<file path="config.mk">
export PLATFORM = sky130hd
export DESIGN_NAME = vrc_top
export DESIGN_NICKNAME = d
export VERILOG_FILES = /design/src/rtl/vrc_pkg.sv /design/src/rtl/vrc_arbiter.sv /design/src/rtl/vrc_top.sv
export VERILOG_INCLUDE_DIRS = /design/src /design/src/rtl
export SDC_FILE = /design/constraint.sdc
export NUM_CORES = 2
export LEC_CHECK = 0
export BUFFER_PORTS_ARGS = -buffer_cell sky130_fd_sc_hd__buf_2
export CORE_MARGIN = 2
export CORE_UTILIZATION = 30
export DETAILED_ROUTE_END_ITERATION = 6
export GPL_TIMING_DRIVEN = 0
export PLACE_DENSITY = 0.53
export SLEW_MARGIN = 30
export SYNTH_ARGS = -nofsm -noshare
export SYNTH_HDL_FRONTEND = slang
export SYNTH_HIERARCHICAL = 1
export SYNTH_SLANG_ARGS = --single-unit
</file>
<file path="constraint.sdc">
create_clock -name controller_branch_clock -period 185.6 [get_ports controller_branch_clock]
set_input_delay 9.28 -clock controller_branch_clock [delete_from_list [all_inputs] [get_ports controller_branch_clock]]
set_output_delay 9.28 -clock controller_branch_clock [all_outputs]
set_load 0.02 [all_outputs]
</file>
<file path="src/rtl/vrc_cfg.svh">
// Register offsets, field positions, reset values and counts for the request controller.
`ifndef VRC_CFG_SVH
`define VRC_CFG_SVH
`define VRC_NUM_REQ         56
`define VRC_IDX_W           6
`define VRC_PRIO_W          4
`define VRC_OFS_FAST_THR    12'h000
`define VRC_OFS_NORM_THR    12'h004
`define VRC_OFS_FAST_VEC    12'h008
`define VRC_OFS_NORM_VEC    12'h00C
`define VRC_OFS_RAW_LO      12'h010
`define VRC_OFS_RAW_HI      12'h014
`define VRC_OFS_REQ_BASE    12'h100
`define VRC_OFS_REQ_LAST    12'h1DC
`define VRC_F_PRIO_LSB      0
`define VRC_F_TARGET        8
`define VRC_F_POL           16
`define VRC_F_SWREQ         24
`define VRC_F_VEC_VALID     31
`define VRC_RST_THR         4'h0
`define VRC_RST_REQ         32'h0000_0000
`endif

</file>
<file path="src/rtl/vrc_pkg.sv">
// Types shared by the request controller files.
package vrc_pkg;
	typedef logic [3:0] vrc_prio_t;
	typedef logic [5:0] vrc_idx_t;
	typedef enum logic [0:0] {
		VRC_TGT_FAST = 1'b0,
		VRC_TGT_NORM = 1'b1
	} vrc_target_t;
endpackage

</file>
<file path="src/rtl/vrc_arbiter.sv">
// Priority arbiter that finds the highest routed request for one target.
`timescale 1ns/1ns
`include "vrc_cfg.svh"
module vrc_arbiter
	import vrc_pkg::*;
(
	input  wire logic [`VRC_NUM_REQ-1:0]             active,
	input  wire logic [`VRC_NUM_REQ-1:0]             routed,
	input  wire logic [`VRC_NUM_REQ*`VRC_PRIO_W-1:0] prio_flat,
	input  wire vrc_prio_t                          threshold,
	output logic                                     hit,
	output vrc_idx_t                                 win_idx
);
	vrc_prio_t best_prio;
	// Lowest index wins a tie so the vector is deterministic.
	always_comb begin
		best_prio = 4'h0;
		win_idx = 6'h00;
		hit = 1'b0;
		for (int i = `VRC_NUM_REQ - 1; i >= 0; i--) begin
			if (active[i] && routed[i] &&
			    prio_flat[i*`VRC_PRIO_W +: `VRC_PRIO_W] != 4'h0 &&
			    prio_flat[i*`VRC_PRIO_W +: `VRC_PRIO_W] > threshold &&
			    prio_flat[i*`VRC_PRIO_W +: `VRC_PRIO_W] >= best_prio) begin
				best_prio = prio_flat[i*`VRC_PRIO_W +: `VRC_PRIO_W];
				win_idx = vrc_idx_t'(i);
				hit = 1'b1;
			end
		end
	end
endmodule

</file>
<file path="src/rtl/vrc_top.sv">
// Vectored request controller with APB registers and two processor lines.
`timescale 1ns/1ns
`include "vrc_cfg.svh"
module vrc_top
	import vrc_pkg::*;
(
	input  wire logic                    controller_branch_clock,
	input  wire logic                    presetn,
	input  wire logic                    clk_en,
	input  wire logic                    psel,
	input  wire logic                    penable,
	input  wire logic                    pwrite,
	input  wire logic [11:0]             paddr,
	input  wire logic [31:0]             pwdata,
	output logic      [31:0]             prdata,
	output logic                         pready,
	output logic                         pslverr,
	input  wire logic [`VRC_NUM_REQ-1:0] irq_in,
	output logic                         fast_interrupt_line,
	output logic                         normal_interrupt_line
);
	// The branch clock is gated upstream; clk_en freezes state besides.
	wire logic pclk = controller_branch_clock;

	logic [`VRC_NUM_REQ-1:0] sync1_q;
	logic [`VRC_NUM_REQ-1:0] sync2_q;
	logic [`VRC_NUM_REQ-1:0] pol_q;
	logic [`VRC_NUM_REQ-1:0] swreq_q;
	logic [`VRC_NUM_REQ-1:0] target_q;
	logic [`VRC_NUM_REQ*`VRC_PRIO_W-1:0] prio_q;
	vrc_prio_t fast_thr_q;
	vrc_prio_t norm_thr_q;
	logic [`VRC_NUM_REQ-1:0] raw;
	logic [`VRC_NUM_REQ-1:0] routed_fast;
	logic fast_hit;
	logic norm_hit;
	vrc_idx_t fast_idx;
	vrc_idx_t norm_idx;
	logic [31:0] prdata_d;

	wire logic access = psel && penable && clk_en;
	wire logic wr_en = access && pwrite;
	wire logic rd_en = access && !pwrite;
	wire logic in_req = (paddr >= `VRC_OFS_REQ_BASE) && (paddr <= `VRC_OFS_REQ_LAST) &&
	                    (paddr[1:0] == 2'b00);
	wire logic [9:0] req_off = paddr[9:0] - 10'h100;
	wire vrc_idx_t req_idx = vrc_idx_t'(req_off[9:2]);
	wire logic hit_fast_thr = paddr == `VRC_OFS_FAST_THR;
	wire logic hit_norm_thr = paddr == `VRC_OFS_NORM_THR;
	wire logic hit_fast_vec = paddr == `VRC_OFS_FAST_VEC;
	wire logic hit_norm_vec = paddr == `VRC_OFS_NORM_VEC;
	wire logic hit_raw_lo = paddr == `VRC_OFS_RAW_LO;
	wire logic hit_raw_hi = paddr == `VRC_OFS_RAW_HI;
	wire logic mapped = hit_fast_thr || hit_norm_thr || hit_fast_vec || hit_norm_vec ||
	                    hit_raw_lo || hit_raw_hi || in_req;

	// Raw state is the polarity-corrected pin level or the software request.
	assign raw = (sync2_q ^ pol_q) | swreq_q;
	assign routed_fast = ~target_q;

	// Pins are asynchronous to the branch clock, so two stages guard them.
	always_ff @(posedge pclk or negedge presetn) begin
		if (!presetn) begin
			sync1_q <= 56'h00_0000_0000_0000;
			sync2_q <= 56'h00_0000_0000_0000;
		end else if (clk_en) begin
			sync1_q <= irq_in;
			sync2_q <= sync1_q;
		end
	end

	genvar g;
	generate
		for (g = 0; g < `VRC_NUM_REQ; g++) begin : g_req
			wire logic sel = wr_en && in_req && (req_idx == vrc_idx_t'(g));
			always_ff @(posedge pclk or negedge presetn) begin
				if (!presetn) begin
					prio_q[g*`VRC_PRIO_W +: `VRC_PRIO_W] <= `VRC_RST_THR;
					target_q[g] <= 1'b0;
					pol_q[g] <= 1'b0;
					swreq_q[g] <= 1'b0;
				end else if (sel) begin
					prio_q[g*`VRC_PRIO_W +: `VRC_PRIO_W] <=
						pwdata[`VRC_F_PRIO_LSB +: `VRC_PRIO_W];
					target_q[g] <= pwdata[`VRC_F_TARGET];
					pol_q[g] <= pwdata[`VRC_F_POL];
					swreq_q[g] <= pwdata[`VRC_F_SWREQ];
				end
			end
		end
	endgenerate

	vrc_arbiter u_arb_fast (
		.active    (raw),
		.routed    (routed_fast),
		.prio_flat (prio_q),
		.threshold (fast_thr_q),
		.hit       (fast_hit),
		.win_idx   (fast_idx)
	);

	vrc_arbiter u_arb_norm (
		.active    (raw),
		.routed    (target_q),
		.prio_flat (prio_q),
		.threshold (norm_thr_q),
		.hit       (norm_hit),
		.win_idx   (norm_idx)
	);

	wire vrc_idx_t rd_idx = in_req ? req_idx : 6'h00;
	wire logic [31:0] req_word = {7'h00, swreq_q[rd_idx], 7'h00, pol_q[rd_idx],
	                              7'h00, target_q[rd_idx], 4'h0,
	                              prio_q[rd_idx*`VRC_PRIO_W +: `VRC_PRIO_W]};
	wire logic [31:0] fast_vec = {fast_hit, 25'h000_0000, fast_idx};
	wire logic [31:0] norm_vec = {norm_hit, 25'h000_0000, norm_idx};

	always_comb begin
		prdata_d = 32'h0000_0000;
		if (hit_fast_thr) prdata_d = {28'h000_0000, fast_thr_q};
		if (hit_norm_thr) prdata_d = {28'h000_0000, norm_thr_q};
		if (hit_fast_vec) prdata_d = fast_vec;
		if (hit_norm_vec) prdata_d = norm_vec;
		if (hit_raw_lo) prdata_d = raw[31:0];
		if (hit_raw_hi) prdata_d = {8'h00, raw[55:32]};
		if (in_req) prdata_d = req_word;
	end

	// Read data is registered in the setup cycle, so access completes in one cycle when clk_en is high at the setup edge.
	always_ff @(posedge pclk or negedge presetn) begin
		if (!presetn) begin
			prdata <= 32'h0000_0000;
			pready <= 1'b0;
			pslverr <= 1'b0;
		end else if (clk_en) begin
			pready <= psel && !penable;
			pslverr <= psel && !penable && !mapped;
			if (psel && !penable && !pwrite) prdata <= prdata_d;
		end
	end

	always_ff @(posedge pclk or negedge presetn) begin
		if (!presetn) begin
			fast_thr_q <= `VRC_RST_THR;
			norm_thr_q <= `VRC_RST_THR;
		end else if (wr_en) begin
			if (hit_fast_thr) fast_thr_q <= pwdata[3:0];
			if (hit_norm_thr) norm_thr_q <= pwdata[3:0];
		end
	end

	always_ff @(posedge pclk or negedge presetn) begin
		if (!presetn) begin
			fast_interrupt_line <= 1'b0;
			normal_interrupt_line <= 1'b0;
		end else if (clk_en) begin
			fast_interrupt_line <= fast_hit;
			normal_interrupt_line <= norm_hit;
		end
	end

	wire logic unused_rd = rd_en;
endmodule

</file>
==> flow_summary.toml <==
[clock_tree]
cts_resized = 0
tritoncts = "done"
holdBufCountCts = 0
path_clk_slew_ps = 70
h-tree-depth = 2
clock-sinks = 548
cts_buffer_depth = 3
cts_made_buffers = 53
post-cts-setup-buffers = 0
cts_root_buffer = "clkbuf_16"
clock_latency_ps = 660

[final_layout]
fin_cells = 9456
syn_to_final_growth_pct = 10.6
post-route-cell-area_sq_mm = 0.0646
layout-drive-gt1-share = 0.157
final_nets = 7726

[pwr]
comb_power_share = 0.100
power_density_mw_per_mm2 = 4.30
p_leak_nw = 27.4
seqPwrFrac = 0.464
pwr-share-clk = 0.437
p_sw_uw = 78.5
total_power_uw = 278
p_int_uw = 199
swShare = 0.283
ir_worst_vdd_mv = 0.00687

[min_path]
hp-class = "flip-flop to flip-flop"

[synthesis]
synthesis.area_sq_mm = 0.0584
dominantRegCellSynth = "dfrtp_1"
synth_edf_count = 0
postSynthCellCount = 6688
synth_top_area_frac = 0.235
synth_cell_types = 139
seq_area_frac_synth = 0.235
avgSynthCellArea_sq_um = 8.73
synth.area.top_cells = "dfrtp_1, ha_1, mux2_2"
syn-num-nets = 7546
yosysWarnings = 6
async_flop_share = 1.00
yosysTopAreaCell = "dfrtp_1"
ys_ff_latch = 548

[routing]
ant_nets = 0
viasPerCell = 5.97
routed_wirelength_um = 252000
drc = 0
wl_per_cell_um = 26.7
firstDrtPassIters = 5
drtIter0Drc = 5570
vias = 56400

[global_routing]
antenna_found_initial = 18
grt-ovfl-total = 0
grt_max_degree = 85
grt_pass1_vias = 54100
grt_use_total = 0.246
grt_pass1_wl_um = 367000

[timing]
skew_ps = 29.4
worst_pin_slew_ps = 1160
setup_viol = 0
period_needed_ps = 101690
slew_headroom = 0.229
setup_tns_ps = 0
setup_slack_ps = 83910
hold_violations = 0
rsz0062_at_grt = "no"
drv_slew = 0
fmax_mhz = 9.83
fin_crit_sh = 0.548

[run_status]
outcome = "complete, no violations"

[flow_run]
drv_cap = 0

[worst_setup_path]
worst-setup-path-type = "flip-flop to flip-flop"
cp_common_cell = "ha_1"
cp.arrival_ps = 102200
worst_setup_path_start_kind = "flip-flop"
endpoint_kind = "flip-flop"
slowest_stage = "or4b_1"
required_ps = 186110
crit_fanout = 34
cp_slowest_stage_delay_ps = 890

[floorplanning]
die_w_um = 445
start_util = 0.302
io-pin-count = 142
dieHeight_um = 445
row_count = 161
core_area_sq_mm = 0.193
die_area_sq_mm = 0.198

[placed_design]
dp_cells = 9338
place_area_sq_mm = 0.0626
gp_congestion = 1.03
hpwl_um = 200000
port_buffers = 105
pre_cts_ws_ps = 85690
[sequential cells by signal, indices dropped and copies added, names as in the netlist]
register / cells
fast_interrupt_line: 1
fast_thr_q: 4
norm_thr_q: 4
normal_interrupt_line: 1
pol_q: 56
prdata: 32
pready: 1
prio_q: 224
pslverr: 1
swreq_q: 56
sync1_q: 56
sync2_q: 56
target_q: 56
[cell type report]
| type | instances | area [sq um] |
|---|---|---|
| Inverter | 432 | 1640 |
| Clock buffer | 74 | 1550 |
| Clock inverter | 24 | 345 |
| Antenna cell | 19 | 47.5 |
| Tap cell | 2526 | 3160 |
| Buffer | 174 | 802 |
| Timing Repair Buffer | 125 | 982 |
| Multi-Input combinational cell | 5534 | 42300 |
| Fill cell | 20000 | 128000 |
| Sequential cell | 548 | 13700 |
[worst paths after layout]
kind | start | end | slack (ps) | cells after the start
max | fast_thr_q[3] | prdata[31] | 83910 | 442
min | prdata[20] | prdata[20] | 500 | 2
max reg2reg | fast_thr_q[3] | prdata[31] | 83910 | 442
min reg2reg | prdata[20] | prdata[20] | 500 | 2
max in group asynchronous | presetn | prio_q[114] | 175270 | 4
min in group asynchronous | presetn | sync1_q[55] | 8620 | 1
[power by group through the flow]
| stage | Combinational [mW] | Sequential (mW) | Clock [mW] |
|---|---|---|---|
| floorplan | 0.0115 | 0.127 | 0 |
| finish | 0.0276 | 0.129 | 0.121 |
| CTS | 0.0269 | 0.129 | 0.123 |
| global route | 0.0283 | 0.129 | 0.126 |
| detailed placement | 0.0268 | 0.131 | 0 |
| global placement | 0.0260 | 0.131 | 0 |
[stage by stage]
step                hold slack [ps]   util
CTS                             500  0.334
floorplan                       475      -
finish                          500  0.335
global placement                487  0.322
detailed placement              484  0.324
global route                    522  0.335
[cell usage after synthesis (all sizes together), types with 17 or more instances]
cell type,n
mux2i,109
nand2b,285
nand2,543
o211a,19
nor4,138
a221oi,40
or3,49
ha,752
o21ai,358
dfrtp,548
o22ai,49
nor2b,141
and3,44
a211o,22
nor2,301
a21oi,387
clkbuf,118
a2111oi,18
nand3,209
o31ai,76
or4,22
or2,42
and2,76
a311oi,20
a211oi,67
a21o,112
buf,56
nor3,156
o211ai,86
a31oi,96
o21a,80
a21boi,31
nand4,151
o221ai,72
a31o,21
o21bai,17
inv,430
mux2,605
xnor2,56
[metal layers]
layer,wire (um),global-route usage
met5,55,0
met4,18700,0.159
met3,17200,0.0319
met2,111000,0.386
met1,106000,0.317
[layout by cell type, fill, tap and decap left out, types with 38 or more instances in the layout]
cell type  instances
a21oi_1          380
dfrtp_1          546
o22ai_1           48
nand4_1          151
o21ai_1           38
a21o_1           112
and3_1            43
or3_1             48
buf_2            142
nor3_1           148
nor2b_1          141
clkbuf_1         105
o21ai_0          313
mux2i_1          108
nor4_1           122
and2_1            75
mux2_2           601
a31oi_1           91
inv_1            423
a211oi_1          57
xnor2_1           56
o211ai_1          82
nor2_1           296
nand2_1          542
nand2b_1         285
o221ai_1          65
nand3_1          209
o31ai_1           69
ha_1             752
o21a_1            80
clkbuf_16         55
[cells by family after synthesis]
kind of cell	synth area share
mux	0.137
xor+xnor	0.00840
buf+inv	0.0411
fa+ha+maj	0.164
simple gates	0.201
flops	0.235
compound gates	0.213
[critical path: cells and delay by family (launching register included)]
family	cells	cell delay, ps
buffers and inverters	25	4770
AOI/OAI and AO/OA	180	42480
DFF	1	440
adders and majority gates	60	16290
and+or+nand+nor	143	24450
muxes	34	12920
Note: power is estimated with default switching activity, not from simulation.
